--- src/inc/xio_pkg.sv ---
`default_nettype none
package xio_pkg;
  // fixed upper nibble of the slave address
  localparam logic [3:0] XIO_ADDR_FIXED = 4'h4;
  // strap-low 7-bit address 0100000, write byte 0x40
  localparam logic [6:0] XIO_ADDR_BASE = 7'h20;
  localparam logic [7:0] XIO_WRITE_BASE = 8'h40;
  // general call address, never answered
  localparam logic [6:0] XIO_GENERAL_CALL = 7'h00;
  // quasi-bidirectional pins come up high
  localparam logic [7:0] XIO_PORT_RESET = 8'hFF;
  // last bit index of the bit counter and synchroniser stage count
  localparam logic [2:0] XIO_LAST_BIT = 3'h7;
  localparam int XIO_SYNC_STAGES = 2;

  typedef enum logic [2:0] {
    XIO_IDLE = 3'b000,
    XIO_ADDR = 3'b001,
    XIO_AACK = 3'b010,
    XIO_WDAT = 3'b011,
    XIO_WACK = 3'b100,
    XIO_RDAT = 3'b101,
    XIO_RACK = 3'b110
  } xio_state_type;
endpackage
`default_nettype wire

--- src/design/xio_sync.sv ---
`default_nettype none
// two-flop synchroniser for one group of pins; first stage feeds only the second
module xio_sync import xio_pkg::*; #(
  parameter int WIDTH = 1
) (
  input wire logic i_clk,
  input wire logic i_reset,
  input wire logic [WIDTH-1:0] i_async,
  output logic [WIDTH-1:0] o_sync
);
  typedef struct packed {
    logic [WIDTH-1:0] meta;
    logic [WIDTH-1:0] sync;
  } xio_sync_type;
  xio_sync_type s_r;
  xio_sync_type s_nxt;

  // ============================================================
  // stages
  always_comb begin
    s_nxt.meta = i_async;
    s_nxt.sync = s_r.meta;
  end

  always_ff @(posedge i_clk or posedge i_reset) begin
    if (i_reset) begin
      // bus lines and port pins idle high: reset to ones so no false edge follows
      s_r <= '1;
    end else begin
      s_r <= s_nxt;
    end
  end

  assign o_sync = s_r.sync;
endmodule
`default_nettype wire

--- src/design/xio_expander.sv ---
`default_nettype none
// How it works
// [RULE1] all straps low: write address byte 0x40 selects the device
// [RULE2] strap_low high: write 0x42, read 0x43; each strap step adds two
// [RULE3] all straps high: write 0x4E; read address is write plus one
// [RULE4] 7-bit address is 0100 then high, mid, low strap
// [RULE5] power-on reset release sets all state and bus machine to defaults
// [RULE6] no other reset besides power cycling
// [RULE7] byte bit 7 is the highest pin of the port, bit 0 the lowest
// [RULE8] bytes go in pairs: port zero then port one; each pair overwrites
// [RULE9] alert on any input pin edge; cleared by port access or pin return
// [RULE10] general call address is never acknowledged
// [RULE11] master transfers an even number of data bytes per transaction
module xio_expander import xio_pkg::*; (
  // clock and power-on reset
  input wire logic I_CLK,
  input wire logic I_RESET,
  // i2c bus, open drain
  input wire logic I_SCL,
  input wire logic I_SDA,
  output logic O_SDA,
  output logic O_SDA_OE,
  // address straps
  input wire logic I_ADDRESS_STRAP_HIGH,
  input wire logic I_ADDRESS_STRAP_MID,
  input wire logic I_ADDRESS_STRAP_LOW,
  // quasi-bidirectional ports: pin level in, pull low when oe
  input wire logic [7:0] I_PORT_ZERO_PINS,
  input wire logic [7:0] I_PORT_ONE_PINS,
  output logic [7:0] O_PORT_ZERO_PINS,
  output logic [7:0] O_PORT_ONE_PINS,
  output logic [7:0] O_PORT_ZERO_OE,
  output logic [7:0] O_PORT_ONE_OE,
  // open-drain change alert, oe high pulls low
  output logic O_ALERT_OE
);
  typedef struct packed {
    xio_state_type st;
    logic scl_d;
    logic sda_d;
    logic [2:0] bitn;
    logic bit_seen;     // an address bit was clocked since the start
    logic [7:0] shreg;
    logic rw;
    logic pair_hi;      // next byte targets port one
    logic [7:0] hold0;  // port zero byte awaiting its partner on writes, port one sample on reads
    logic [7:0] lat0;
    logic [7:0] lat1;
    logic [15:0] ref_pins; // levels at last reset of the alert
    logic sda_oe;
    logic alert;
  } xio_state_r_type;

  xio_state_r_type s_r;
  xio_state_r_type s_nxt;
  logic scl_s;
  logic sda_s;
  logic [15:0] pins_s;
  logic [6:0] own_addr;
  logic scl_rise;
  logic scl_fall;
  logic start_c;
  logic stop_c;
  logic [15:0] input_mask;

  // ============================================================
  // synchronisers for the bus lines and port pins outside the clock domain
  xio_sync #(.WIDTH(2)) u_bus_sync (
    .i_clk(I_CLK),
    .i_reset(I_RESET),
    .i_async({I_SCL, I_SDA}),
    .o_sync({scl_s, sda_s})
  );
  xio_sync #(.WIDTH(16)) u_pin_sync (
    .i_clk(I_CLK),
    .i_reset(I_RESET),
    .i_async({I_PORT_ONE_PINS, I_PORT_ZERO_PINS}),
    .o_sync(pins_s)
  );

  // ============================================================
  // address and bus conditions; straps are read live, not latched
  assign own_addr = {XIO_ADDR_FIXED, I_ADDRESS_STRAP_HIGH, I_ADDRESS_STRAP_MID,
                     I_ADDRESS_STRAP_LOW}; // [RULE4] [RULE1] [RULE2] [RULE3]
  assign scl_rise = scl_s & ~s_r.scl_d;
  assign scl_fall = ~scl_s & s_r.scl_d;
  assign start_c = scl_s & s_r.scl_d & s_r.sda_d & ~sda_s;
  assign stop_c = scl_s & s_r.scl_d & ~s_r.sda_d & sda_s;
  // a pin written high is an input; latched low pins are driven outputs
  assign input_mask = {s_r.lat1, s_r.lat0};

  // ============================================================
  // bus machine and alert
  always_comb begin
    s_nxt = s_r;
    s_nxt.scl_d = scl_s;
    s_nxt.sda_d = sda_s;
    // alert: set on any input edge, dropped when pins return [RULE9]
    if (((pins_s ^ s_r.ref_pins) & input_mask) != 16'h0000) begin
      s_nxt.alert = 1'b1;
    end else begin
      s_nxt.alert = 1'b0;
    end
    if (start_c) begin
      s_nxt.st = XIO_ADDR;
      s_nxt.bitn = 3'h0;
      s_nxt.bit_seen = 1'b0;
      s_nxt.sda_oe = 1'b0;
      s_nxt.pair_hi = 1'b0;
    end else if (stop_c) begin
      s_nxt.st = XIO_IDLE;
      s_nxt.sda_oe = 1'b0;
    end else begin
      case (s_r.st)
        XIO_IDLE: begin
          s_nxt.sda_oe = 1'b0;
        end
        XIO_ADDR: begin
          if (scl_rise) begin
            s_nxt.shreg = {s_r.shreg[6:0], sda_s};
            s_nxt.bitn = s_r.bitn + 3'h1;
            s_nxt.bit_seen = 1'b1;
          end
          // the scl fall closing the start carries no bit; stale shreg must not decide
          if (scl_fall && s_r.bit_seen && s_r.bitn == 3'h0 &&
              s_r.shreg[7:1] != XIO_GENERAL_CALL &&
              s_r.shreg[7:1] == own_addr) begin // [RULE10] general call never matches
            s_nxt.rw = s_r.shreg[0];
            s_nxt.sda_oe = 1'b1;
            s_nxt.st = XIO_AACK;
          end else if (scl_fall && s_r.bit_seen && s_r.bitn == 3'h0 &&
                       s_r.shreg[7:1] != own_addr) begin
            s_nxt.st = XIO_IDLE; // not us, wait for next start
          end
        end
        XIO_AACK: begin
          if (scl_fall) begin
            s_nxt.bitn = 3'h0;
            if (s_r.rw) begin
              // sample both ports now; first byte is port zero [RULE8] [RULE7]
              s_nxt.shreg = pins_s[7:0];
              s_nxt.hold0 = pins_s[15:8];
              s_nxt.sda_oe = ~pins_s[7];
              s_nxt.st = XIO_RDAT;
            end else begin
              s_nxt.sda_oe = 1'b0;
              s_nxt.st = XIO_WDAT;
            end
          end
        end
        XIO_WDAT: begin
          if (scl_rise) begin
            s_nxt.shreg = {s_r.shreg[6:0], sda_s}; // msb first [RULE7]
            s_nxt.bitn = s_r.bitn + 3'h1;
          end
          if (scl_fall && s_r.bitn == 3'h0) begin
            s_nxt.sda_oe = 1'b1;
            s_nxt.st = XIO_WACK;
            if (!s_r.pair_hi) begin
              s_nxt.hold0 = s_r.shreg; // port zero waits for its partner [RULE8]
            end else begin
              s_nxt.lat0 = s_r.hold0; // pair complete: overwrite both [RULE8]
              s_nxt.lat1 = s_r.shreg;
              s_nxt.ref_pins = {s_r.shreg, s_r.hold0}; // write clears alert [RULE9]
            end
            s_nxt.pair_hi = ~s_r.pair_hi;
          end
        end
        XIO_WACK: begin
          if (scl_fall) begin
            s_nxt.sda_oe = 1'b0;
            s_nxt.bitn = 3'h0;
            s_nxt.st = XIO_WDAT;
          end
        end
        XIO_RDAT: begin
          if (scl_rise) begin
            s_nxt.bitn = s_r.bitn + 3'h1;
          end
          if (scl_fall) begin
            if (s_r.bitn == 3'h0) begin
              s_nxt.sda_oe = 1'b0; // release for master ack
              s_nxt.st = XIO_RACK;
            end else begin
              s_nxt.shreg = {s_r.shreg[6:0], 1'b0};
              s_nxt.sda_oe = ~s_r.shreg[6];
            end
          end
        end
        XIO_RACK: begin
          if (scl_rise) begin
            // read clears alert at the ack rising edge [RULE9]
            s_nxt.ref_pins = pins_s;
            s_nxt.rw = sda_s; // reuse as nack flag
          end
          if (scl_fall) begin
            s_nxt.bitn = 3'h0;
            if (s_r.rw) begin
              s_nxt.st = XIO_IDLE; // master nack ends the read
              s_nxt.rw = 1'b1;
            end else begin
              s_nxt.pair_hi = ~s_r.pair_hi;
              // next byte: port one, else a fresh sample of port zero [RULE8]
              if (!s_r.pair_hi) begin
                s_nxt.shreg = s_r.hold0;
                s_nxt.sda_oe = ~s_r.hold0[7];
              end else begin
                s_nxt.shreg = pins_s[7:0];
                s_nxt.hold0 = pins_s[15:8];
                s_nxt.sda_oe = ~pins_s[7];
              end
              s_nxt.rw = 1'b1;
              s_nxt.st = XIO_RDAT;
            end
          end
        end
        default: begin
          s_nxt.st = XIO_IDLE;
        end
      endcase
    end
  end

  // the only reset is power-on; no command or pin resets the block [RULE5] [RULE6]
  always_ff @(posedge I_CLK or posedge I_RESET) begin
    if (I_RESET) begin
      s_r <= '{st: XIO_IDLE, scl_d: 1'b1, sda_d: 1'b1, bitn: 3'h0, bit_seen: 1'b0,
               shreg: 8'h00, rw: 1'b0, pair_hi: 1'b0, hold0: XIO_PORT_RESET,
               lat0: XIO_PORT_RESET, lat1: XIO_PORT_RESET,
               ref_pins: {2{XIO_PORT_RESET}}, sda_oe: 1'b0, alert: 1'b0};
    end else begin
      s_r <= s_nxt;
    end
  end

  // ============================================================
  // outputs from flops or inverted flops; drive values tied low
  assign O_SDA = 1'b0;
  assign O_SDA_OE = s_r.sda_oe;
  assign O_PORT_ZERO_PINS = 8'h00;
  assign O_PORT_ONE_PINS = 8'h00;
  assign O_PORT_ZERO_OE = ~s_r.lat0;
  assign O_PORT_ONE_OE = ~s_r.lat1;
  assign O_ALERT_OE = s_r.alert;

  // ============================================================
  // checks
  a_addr_ack: assert property (@(posedge I_CLK) disable iff (I_RESET)
    (s_r.st == XIO_ADDR && s_nxt.st == XIO_AACK) |-> s_r.shreg[7:1] == own_addr) // [RULE4]
    else $error("ack given to foreign address");
  a_gc_nack: assert property (@(posedge I_CLK) disable iff (I_RESET)
    (s_r.st == XIO_ADDR && s_r.shreg[7:1] == XIO_GENERAL_CALL) |=> s_r.st != XIO_AACK) // [RULE10]
    else $error("general call acknowledged");
  a_base_addr: assert property (@(posedge I_CLK) disable iff (I_RESET)
    (!I_ADDRESS_STRAP_HIGH && !I_ADDRESS_STRAP_MID && !I_ADDRESS_STRAP_LOW)
    |-> {own_addr, 1'b0} == XIO_WRITE_BASE) // [RULE1]
    else $error("base write address wrong");
  a_step_addr: assert property (@(posedge I_CLK) disable iff (I_RESET)
    {own_addr, 1'b1} == 8'h41 + {4'h0, I_ADDRESS_STRAP_HIGH, I_ADDRESS_STRAP_MID,
    I_ADDRESS_STRAP_LOW, 1'b0}) // [RULE2]
    else $error("read address step wrong");
  a_top_addr: assert property (@(posedge I_CLK) disable iff (I_RESET)
    (I_ADDRESS_STRAP_HIGH && I_ADDRESS_STRAP_MID && I_ADDRESS_STRAP_LOW)
    |-> {own_addr, 1'b0} == 8'h4E) // [RULE3]
    else $error("top write address wrong");
  a_pair_hold: assert property (@(posedge I_CLK) disable iff (I_RESET)
    (s_r.st == XIO_WDAT && !s_r.pair_hi) |=> $stable(s_r.lat1)) // [RULE8]
    else $error("port one changed mid pair");
  a_alert_set: assert property (@(posedge I_CLK) disable iff (I_RESET)
    (((pins_s ^ s_r.ref_pins) & input_mask) != 16'h0000) |=> O_ALERT_OE) // [RULE9]
    else $error("alert missed an input edge");
  a_pair_lat: assert property (@(posedge I_CLK) disable iff (I_RESET)
    $changed(s_r.lat0) |-> $past(s_r.pair_hi) && !s_r.pair_hi) // [RULE8]
    else $error("port zero latched off pair");
  c_write_pair: cover property (@(posedge I_CLK) $changed(s_r.lat1));
  c_read_ack: cover property (@(posedge I_CLK) s_r.st == XIO_RACK);
  c_alert: cover property (@(posedge I_CLK) $rose(O_ALERT_OE));
endmodule
`default_nettype wire

--- config.mk ---
export PLATFORM = sky130hd
export DESIGN_NAME = xio_expander
export DESIGN_NICKNAME = d
export VERILOG_FILES = /design/src/inc/xio_pkg.sv /design/src/design/xio_sync.sv /design/src/design/xio_expander.sv
export SDC_FILE = /design/constraint.sdc
export NUM_CORES = 1
export LEC_CHECK = 0
export BUFFER_PORTS_ARGS = -buffer_cell sky130_fd_sc_hd__buf_2
export CAP_MARGIN = 30
export CORE_ASPECT_RATIO = 0.5
export CORE_UTILIZATION = 40
export CTS_CLUSTER_SIZE = 14
export DETAILED_ROUTE_END_ITERATION = 8
export PLACE_DENSITY_LB_ADDON = 0.25
export SLEW_MARGIN = 30
export SYNTH_ARGS = -nofsm -noshare
export SYNTH_HDL_FRONTEND = slang
export SYNTH_HIERARCHICAL = 1
export SYNTH_SLANG_ARGS = --single-unit
--- constraint.sdc ---
create_clock -name I_CLK -period 2.45 [get_ports I_CLK]
set_clock_uncertainty 0.05 [all_clocks]
set_input_delay 0.1225 -clock I_CLK [delete_from_list [all_inputs] [get_ports I_CLK]]
set_output_delay 0.1225 -clock I_CLK [all_outputs]
set_load 0.05 [all_outputs]
### Word level (Yosys, flattened, before mapping)

Index checks and enable logic that the tools add are counted.

| word-level totals | value |
|---|---|
| register bits after elaboration | 97 |
| bits of input ports | 23 |
| output and inout bits | 35 |
| logic and storage cells | 169 |

| operators by class | value |
|---|---|
| $add $sub $neg | 1 |
| eq/ne operators | 40 |
| multiplexer cells | 58 |
| bitwise operators | 21 |
| reduce and logical (&&, ||, !) cells | 31 |

Operators with widths:

| cell | number |
|---|---|
| $mux W8 | 11 |
| $mux W54 | 1 |
| $mux W3 | 14 |
| $mux W42 | 1 |
| $pmux W8 S5 | 1 |
| $mux W16 | 2 |
| $mux W32 | 1 |
| $ne A4 B4 Y1 const B | 8 |
| $pmux W16 S2 | 1 |
| $ne A2 B2 Y1 const B | 15 |
| $pmux W8 S3 | 1 |
| $pmux W3 S7 | 1 |
| $reduce_and A5 Y1 | 4 |
| $mux W18 | 1 |
| $ne A3 B3 Y1 const B | 6 |
| $and A16 B16 Y16 | 1 |
| $mux W1 | 16 |
| $not A8 Y8 | 2 |
| $reduce_and A8 Y1 | 2 |
| $reduce_bool A16 Y1 | 1 |
| $xor A16 B16 Y16 | 1 |
| $mux W12 | 1 |
| $reduce_and A11 Y1 | 1 |
| $not A1 Y1 | 10 |
| other kinds (27) | 48 |

### Longest topological paths before layout

Gate-level depths: netlist (run 1).

| logic depth | value |
|---|---|
| word-level depth | 10 |
| depth in mapped cells | 10 |
| mapped depth without buffers | 7 |

### Hierarchy

The synthesis (run 1) kept the hierarchy.

Modules (own cells, without submodules):

| module | instances | cells each | area each (µm²) |
|---|---|---|---|
| xio_expander | 1 | 394 | 3,842.4 |
| xio_sync (u_pin_sync) | 1 | 33 | 844.6 |
| xio_sync (u_bus_sync) | 1 | 5 | 108.9 |

### Worst setup path after synthesis (run 1)

No wires, ideal clock.

| timing path | value |
|---|---|
| kind | register to register |
| start point | register u_bus_sync.s_r (netlist bit u_bus_sync/o_sync[1]) |
| end point | register s_r[44] in the netlist's numbering |
| setup time | 128 ps |
| arrival | 1,795 ps |
| slack | 478 ps |
| cell stages (with the launch flop) | 9 |
| cell sequence | dfstp_2 > inv_1 > ha_1 > buf_4 > buf_2 > a31oi_1 > a31oi_4 > nand2_4 > mux2_1 |

| between the ends | value |
|---|---|
| word-level cells in the longest chain between the ends | 5 |
| elaborated cells between the ends (all ways) | 16 |

RTL lines:

| what | line | RTL |
|---|---|---|
| start: declaration | xio_sync.sv:15 | `xio_sync_type s_r;` |
| start signal: assignment | xio_sync.sv:30 | `s_r <= s_nxt;` |
| $and A1 B1 Y1 | xio_expander.sv:87, xio_expander.sv:88 |  |
| $and A1 B1 Y1, on equally long branches (2 in a row) | xio_expander.sv:88, xio_expander.sv:87 |  |
| $not A1 Y1 (no source line) | n/a |  |
| $reduce_and A11 Y1 (no source line) (*) | n/a |  |
| end signal: assignment | xio_expander.sv:227 | `s_r <= '{st: XIO_IDLE, scl_d: 1'b1, sda_d: 1'b1, bitn: 3'h0, bit_seen: 1'b0,` |
| end signal: assignment | xio_expander.sv:232 | `s_r <= s_nxt;` |
| end: declaration | xio_expander.sv:54 | `xio_state_r_type s_r;` |

Mark *: on every way between the ends. The rest lies on a longest branch, timed or not.
A chain may end at the register's enable or synchronous reset.

### Worst setup path after layout (run 1)

| timing path | value |
|---|---|
| start point | register u_bus_sync.s_r (netlist bit u_bus_sync/o_sync[1]) |
| end point | register s_r[46] in the netlist's numbering |

The elaborated chain is that of the path after synthesis.

==> reports/results.txt, run 1 <==
setup TNS: 0 ns
Most used DFF post-synth: dfstp_2
Num CTS Buffers: 9
Initial Util: 42.4%
row cnt: 27
Psw: 0.00159 W
WL per Instance: 16.4 um
clk buf depth: 2
Clock Tree Root: clkbuf_16
# placed instances: 625
RSZ-0062 raised after global routing: false
DIE AREA: 0.0125 mm^2
area of the multi-input gates: 0.00196 mm^2
GP Congestion: 0.874
filler cell count: 1013
IO buf count: 40
clk_lat worst skew: 0.34 ns
register bit count reported by yosys: 97
synthesized instance count: 432
Max-Cap Viols: 0
clock sinks: 97
post-layout net count: 524
Crit path largest cell delay: 0.56 ns
die width: 157 um
Post-synth EDFFs: 0
final antenna-violating net count: 0
worst min-delay path category: flip-flop to flip-flop
met2 wire len: 4900 um
Hold Vio Cnt, Final: 0
M1 WL: 5400 um
post-layout minimum cycle time: 2.24 ns
synth warn: 6
hpwl dp: 7360 um
diode count: 0
Tot GR Track Use: 19.0%
CP startpoint kind: flip-flop
WL final: 10800 um
final setup fails: 0
most used cell, CP: inv_1
status: finished, final reports clean
Top Layer Used: met4
WP data required: 2.62 ns
vias in the first global route: 3319
Critical Path End Type: flip-flop
via count: 3438
pins over their slew limit: 0
fraction of layout cells with a size suffix above 1: 36.2%
# H-tree levels: 3
Top Ports: 58
Mapped Area: 0.00480 mm^2
routed length on met3: 434 um
cell internal pwr: 0.00324 W
hold_ws: 0.303 ns
Buf/Inv on CP: 3
largest net degree at the start of global routing: 62
First-pass DRT Iterations: 4
cell-by-cell trace of the critical path: inv_1 > ha_1 > inv_1 > nor3_1 > buf_4 > and3_1 > a221o_1 > mux2_1
Async SR Flop Fraction: 100%
relative slew slack: 61.6%
Worst path slowest cell: dfstp_2
DP Area: 0.00514 mm^2
Clk network pwr share: 29.4%
Distinct cells, synth: 65
DRT iter0 DRCs: 231
GRT overflow: 0
core box area: 0.0113 mm^2
Power Dens Cells: 858 mW/mm^2
FF/Latch Area: 0.00252 mm^2
sequential power share: 46.4%
combinational share of power: 24.3%
path type of the worst setup path: flip-flop to flip-flop
setup ws final: 0.206 ns
DRC viols: 0
Reg clk slew, reported paths: 0.07 ns
leakage: 2.31 nW
die span in y: 79.4 um
Top delay family on crit path: flip-flops
post-synthesis area per instance: 11.1 um^2
CTS tree: built
Layout Cell Area excl Fill: 0.00563 mm^2
global-route wire length before repair: 18000 um
post-synthesis sequential area ratio: 52.6%
arrival time at the worst endpoint: 2.42 ns
CP Max Fanout: 10
initial antenna violation count: 0
worst slew pin tran: 0.576 ns
Area growth syn-to-layout: 17.3%
fin cells: 659
part of the cycle the worst path needs: 91.6%
peak supply drop: 0.000438 V
mean number of vias per cell: 5.22
fmax: 446 MHz
switch share: 32.9%
pre-CTS setup slack: 0.180 ns
[state kept, by name, summed over array words and instances (netlist names)]
signal	count
input_mask	16
s_r	43
u_bus_sync/s_nxt	2
u_bus_sync/o_sync	2
u_pin_sync/o_sync	16
O_SDA_OE	1
O_ALERT_OE	1
u_pin_sync/s_nxt	16
[placed cells by master, fill, tap and decap left out, types with 3 or more instances in the layout]
| cell type | count |
|---|---|
| buf_4 | 14 |
| a21oi_1 | 25 |
| dfrtp_1 | 19 |
| nand2b_1 | 5 |
| dlygate4sd3_1 | 19 |
| nor2b_1 | 5 |
| and3_1 | 7 |
| o211ai_1 | 3 |
| o21ai_0 | 20 |
| inv_6 | 3 |
| xor2_1 | 7 |
| inv_1 | 28 |
| a221o_1 | 5 |
| nor3_1 | 7 |
| mux2_1 | 6 |
| mux2i_1 | 4 |
| nand2_1 | 23 |
| clkbuf_16 | 9 |
| a22oi_1 | 24 |
| a221oi_1 | 4 |
| mux2_2 | 16 |
| buf_2 | 40 |
| conb_1 | 17 |
| o22ai_1 | 10 |
| dfstp_2 | 78 |
| ha_1 | 5 |
| a22o_1 | 3 |
| nor2_1 | 28 |
| xnor2_1 | 14 |
[through the flow]
step	utilization, %	power, W
global route	49.7	0.00509
finish	49.7	0.00483
CTS	49.7	0.00485
floorplan	-	0.00310
global placement	45.4	0.00339
detailed placement	45.4	0.00340
[layer usage]
layer	vias up	track usage, %
met5	-	0
met1	1716	27.0
met2	92	29.2
met3	10	4.02
li1	1620	-
met4	0	5.59
[area by class of cell]
cell class,instances,share of cell area (%)
Timing Repair Buffer,75,9.52
Sequential cell,97,44.9
Clock buffer,10,4.07
Tap cell,159,3.53
Inverter,30,2.00
Multi-Input combinational cell,283,34.9
Clock inverter,5,1.13
[Yosys cell counts (2+ instances only)]
| master | count | share of area, % |
|---|---|---|
| a211o_1 | 2 | 0.37 |
| a21o_1 | 2 | 0.31 |
| a21oi_1 | 25 | 2.6 |
| a221o_1 | 5 | 1.0 |
| a221oi_1 | 4 | 0.73 |
| a22o_1 | 3 | 0.55 |
| a22oi_1 | 24 | 3.8 |
| a311oi_1 | 2 | 0.37 |
| and3_1 | 7 | 0.91 |
| and3b_1 | 2 | 0.37 |
| buf_2 | 13 | 1.4 |
| buf_4 | 21 | 3.3 |
| buf_6 | 3 | 0.70 |
| dfrtp_1 | 19 | 9.9 |
| dfstp_2 | 78 | 43 |
| ha_1 | 5 | 1.3 |
| inv_1 | 29 | 2.3 |
| mux2_1 | 6 | 1.4 |
| mux2_2 | 16 | 3.8 |
| mux2_4 | 2 | 0.63 |
| mux2i_1 | 4 | 0.83 |
| nand2_1 | 23 | 1.8 |
| nand2b_1 | 5 | 0.65 |
| nand3_1 | 2 | 0.21 |
| nand3_2 | 2 | 0.42 |
| nand3b_1 | 2 | 0.31 |
| nor2_1 | 28 | 2.2 |
| nor2b_1 | 5 | 0.65 |
| nor3_1 | 7 | 0.73 |
| o211ai_1 | 3 | 0.47 |
| o21a_1 | 2 | 0.31 |
| o21ai_0 | 20 | 2.1 |
| o22ai_1 | 10 | 1.3 |
| xnor2_1 | 14 | 2.6 |
| xor2_1 | 7 | 1.3 |
[worst paths after layout]
check                                                from  slack (ns)  cells after the start                              end
setup / recovery           u_bus_sync/o_sync[1]$_DFF_PP1_        0.21                      8              s_r[46]$_DFFE_PP0P_
hold / removal             u_pin_sync/s_nxt[15]$_DFF_PP1_        0.30                      0  u_pin_sync/o_sync[15]$_DFF_PP1_
setup reg to reg           u_bus_sync/o_sync[1]$_DFF_PP1_        0.21                      8              s_r[46]$_DFFE_PP0P_
hold reg to reg            u_pin_sync/s_nxt[15]$_DFF_PP1_        0.30                      0  u_pin_sync/o_sync[15]$_DFF_PP1_
max in group asynchronous                         I_RESET        1.61                      4   u_pin_sync/s_nxt[15]$_DFF_PP1_
min in group asynchronous                         I_RESET        0.36                      4              s_r[53]$_DFFE_PP0P_
[power groups by stage]
stage / Clock [W] / Sequential (W) / Combinational, W
floorplan: 0 / 0.00210 / 0.00100
global placement: 0 / 0.00226 / 0.00113
detailed placement: 0 / 0.00226 / 0.00114
CTS: 0.00145 / 0.00224 / 0.00117
global route: 0.00150 / 0.00228 / 0.00131
finish: 0.00142 / 0.00224 / 0.00117
[logic make-up (layout without fill, tap and decap cells)]
logic type / Yosys count / in the layout / share of synthesized area (%)
AO/OA/AOI/OAI: 115 / 115 / 16.8
XOR/XNOR: 21 / 21 / 3.84
adder cells (fa/ha/maj): 5 / 5 / 1.30
buffers and inverters: 68 / 120 / 7.77
flip-flops: 97 / 97 / 52.6
multiplexers: 28 / 28 / 6.63
other: 1 / 17 / 0.0782
AND/OR/NAND/NOR: 97 / 97 / 10.9
[repair_timing]
action                                  in CTS  in global routing
endpoints found under the setup margin       0                 16
resized for setup                            0                  1
setup buffers                                0                  0
hold buffers                                19                  0
endpoints found under the hold margin       41                  0
(Power assumes the default switching activity.)
==> inputs of run 2 (changes only) <==
--- a/config.mk
+++ b/config.mk
@@ -15,5 +15,4 @@
 export SLEW_MARGIN = 30
 export SYNTH_ARGS = -nofsm -noshare
 export SYNTH_HDL_FRONTEND = slang
-export SYNTH_HIERARCHICAL = 1
 export SYNTH_SLANG_ARGS = --single-unit
==> run 2 against run 1 <==
  * Combinational power rose by 31%
  * Fmax up 6.9%
  * Register-to-register slack gained 0.14 ns
  * Largest power group unchanged
  * Die area down 0.53%
  * Cell area rose by 0.71%
==> reports/results.txt, run 2 <==
Num CTS Buffers: 9
pins over their slew limit: 0
register bit count reported by yosys: 97
CP startpoint: s_r[57]$_DFF_PP1_
cell-by-cell trace of the critical path: ha_2 > nand3b_1 > o21ai_0 > nand4b_2 > mux2_2
Worst path slowest cell: dfstp_2
WL final: 10800 um
CP Max Fanout: 12
commonest non-fill, non-tap cell in the layout: dfstp_2
synth warn: 0
via count: 3406
Setup Buffers After CTS: 0
Hold Vio Cnt, Final: 0
final setup fails: 0
Most used DFF post-synth: dfstp_2
part of the cycle the worst path needs: 85.7%
synth cell count leaders: dfstp_2, inv_1, nand2_1, nor2_1, a21oi_1
Max-Cap Viols: 0
fraction of layout cells with a size suffix above 1: 38.9%
Reg-to-Reg Start: s_r[57]$_DFF_PP1_
Area growth syn-to-layout: 18.8%
Clock Tree Root: clkbuf_16
Post-synth EDFFs: 0
Mapped Area: 0.00477 mm^2
RSZ-0062 raised after global routing: false
final antenna-violating net count: 0
leakage: 2.28 nW
peak supply drop: 0.000399 V
global-route wire length before repair: 17700 um
die width: 156 um
# H-tree levels: 3
Stages on worst setup path: 5
Crit Reg-Reg Endpoint: s_r[37]$_DFFE_PP1P_
GRT overflow: 0
clk_lat worst skew: 0.34 ns
Yosys top cell by area: dfstp_2
CP startpoint kind: flip-flop
row cnt: 27
Top reg by flops: s_r
Critical Path End: s_r[37]$_DFFE_PP1P_
clock sinks: 97
Largest register FFs: 43
path type of the worst setup path: flip-flop to flip-flop
largest net degree at the start of global routing: 36
post-synthesis area per instance: 11.0 um^2
arrival time at the worst endpoint: 2.32 ns
synthesized instance count: 433
M1 WL: 5310 um
Distinct cells, synth: 60
routed length on met3: 566 um
core box area: 0.0113 mm^2
setup TNS: 0 ns
initial antenna violation count: 0
diode count: 0
die span in y: 79.2 um
hpwl dp: 7600 um
Reg clk slew, reported paths: 0.07 ns
GP Congestion: 0.878
fmax: 476 MHz
DRC viols: 0
worst slew pin tran: 0.700 ns
Crit path largest cell delay: 0.55 ns
IO buf count: 40
Top Layer Used: met4
post-layout net count: 530
flop2flop setup slack: 0.35 ns
Initial Util: 42.3%
Critical Path End Type: flip-flop
DRT iter0 DRCs: 256
worst min-delay path category: primary input to async pin
DIE AREA: 0.0124 mm^2
CTS tree: built
most frequent cells in the layout: dfstp_2, buf_2, nand2_1, nor2_1, inv_1
vias in the first global route: 3221
total power: 0.00546 W
Async SR Flop Fraction: 100%
Power Dens Cells: 962 mW/mm^2
status: finished, final reports clean
cells on worst reg2reg path: 5
WP data required: 2.67 ns
relative slew slack: 53.0%
First-pass DRT Iterations: 5
Buf/Inv on CP: 0
Top Ports: 58
Synth area leaders: dfstp_2, dfrtp_1, mux2_2, mux2_4, buf_4
clk buf depth: 2
post-layout minimum cycle time: 2.10 ns
met2 wire len: 4890 um
filler cell count: 1049
Top delay family on crit path: flip-flops
post-synthesis sequential area ratio: 52.9%
Tot GR Track Use: 19.1%
WL per Instance: 16.3 um
area share of the largest cell type after synthesis: 43.0%
most common cell in the netlist: dfstp_2
mean number of vias per cell: 5.11
run 2: cell types whose count changed in the layout (fill, tap and decap cells not counted), moves of 6 or more:
cell	previous run	this run
buf_4	14	22
o21ai_1	0	10
a22oi_1	24	16
mux2_4	2	10
mux2_1	6	0
run 2: cell families after synthesis:
logic type	count (synthesis)	synth area share (%)
compound gates	111	15.2
xor+xnor	21	3.86
fa+ha+maj	5	1.31
buf+inv	68	7.84
flops	97	52.9
mux	30	7.76
other cells	1	0.0786
simple gates	100	11.0
run 2: final cells by class:
type | instances | area, um^2 | area share, %
well taps | 159 | 199 | 3.51
flip-flops and latches | 97 | 2520 | 44.5
clock inverters | 6 | 61.3 | 1.08
multi-input cells | 284 | 1930 | 34.1
clock buffers | 10 | 239 | 4.22
repair buffers | 83 | 606 | 10.7
inverters | 27 | 105 | 1.85
run 2: power by group:
part	internal (W)	switching, W
logic	0.000692	0.000837
registers	0.00211	0.000439
clock network	0.000739	0.000642
run 2: timing repair:
action / 4_1_cts / 5_1_grt
endpoints found under the hold margin: 18 / 0
hold buffers: 18 / 0
gates resized for setup: 0 / 1
endpoints found under the setup margin: 0 / 4
run 2: per-stage QoR:
stage / worst slack [ns] / utilization (%) / area (um^2) / hold slack, ns / cells
after floorplan: 0.569 / - / 4830 / 0.0770 / 449
after global placement: 0.247 / 46.0 / 5180 / 0.177 / 632
after detailed placement: 0.219 / 46.0 / 5180 / 0.179 / 632
after CTS: 0.150 / 50.2 / 5670 / 0.174 / 666
after global routing: 0.145 / 50.2 / 5670 / 0.205 / 666
final: 0.351 / 50.2 / 5670 / 0.163 / 666
run 2: routing by layer:
metal,vias up,GRT usage (%)
li1,1633,-
met1,1674,28.0
met2,93,28.0
met3,6,4.26
met4,0,5.29
met5,-,0
run 2: worst min-delay path by stage:
stage,depth (start not counted),endpoint,from
floorplan,0,u_bus_sync.s_nxt[0]$_DFF_PP1_,I_SDA
global placement,1,u_pin_sync.s_nxt[15]$_DFF_PP1_,I_PORT_ONE_PINS[7]
detailed placement,1,u_pin_sync.s_nxt[3]$_DFF_PP1_,I_PORT_ZERO_PINS[3]
CTS,2,input_mask[3]$_DFFE_PP1P_,I_RESET
global route,2,input_mask[3]$_DFFE_PP1P_,I_RESET
finish,2,input_mask[3]$_DFFE_PP1P_,I_RESET
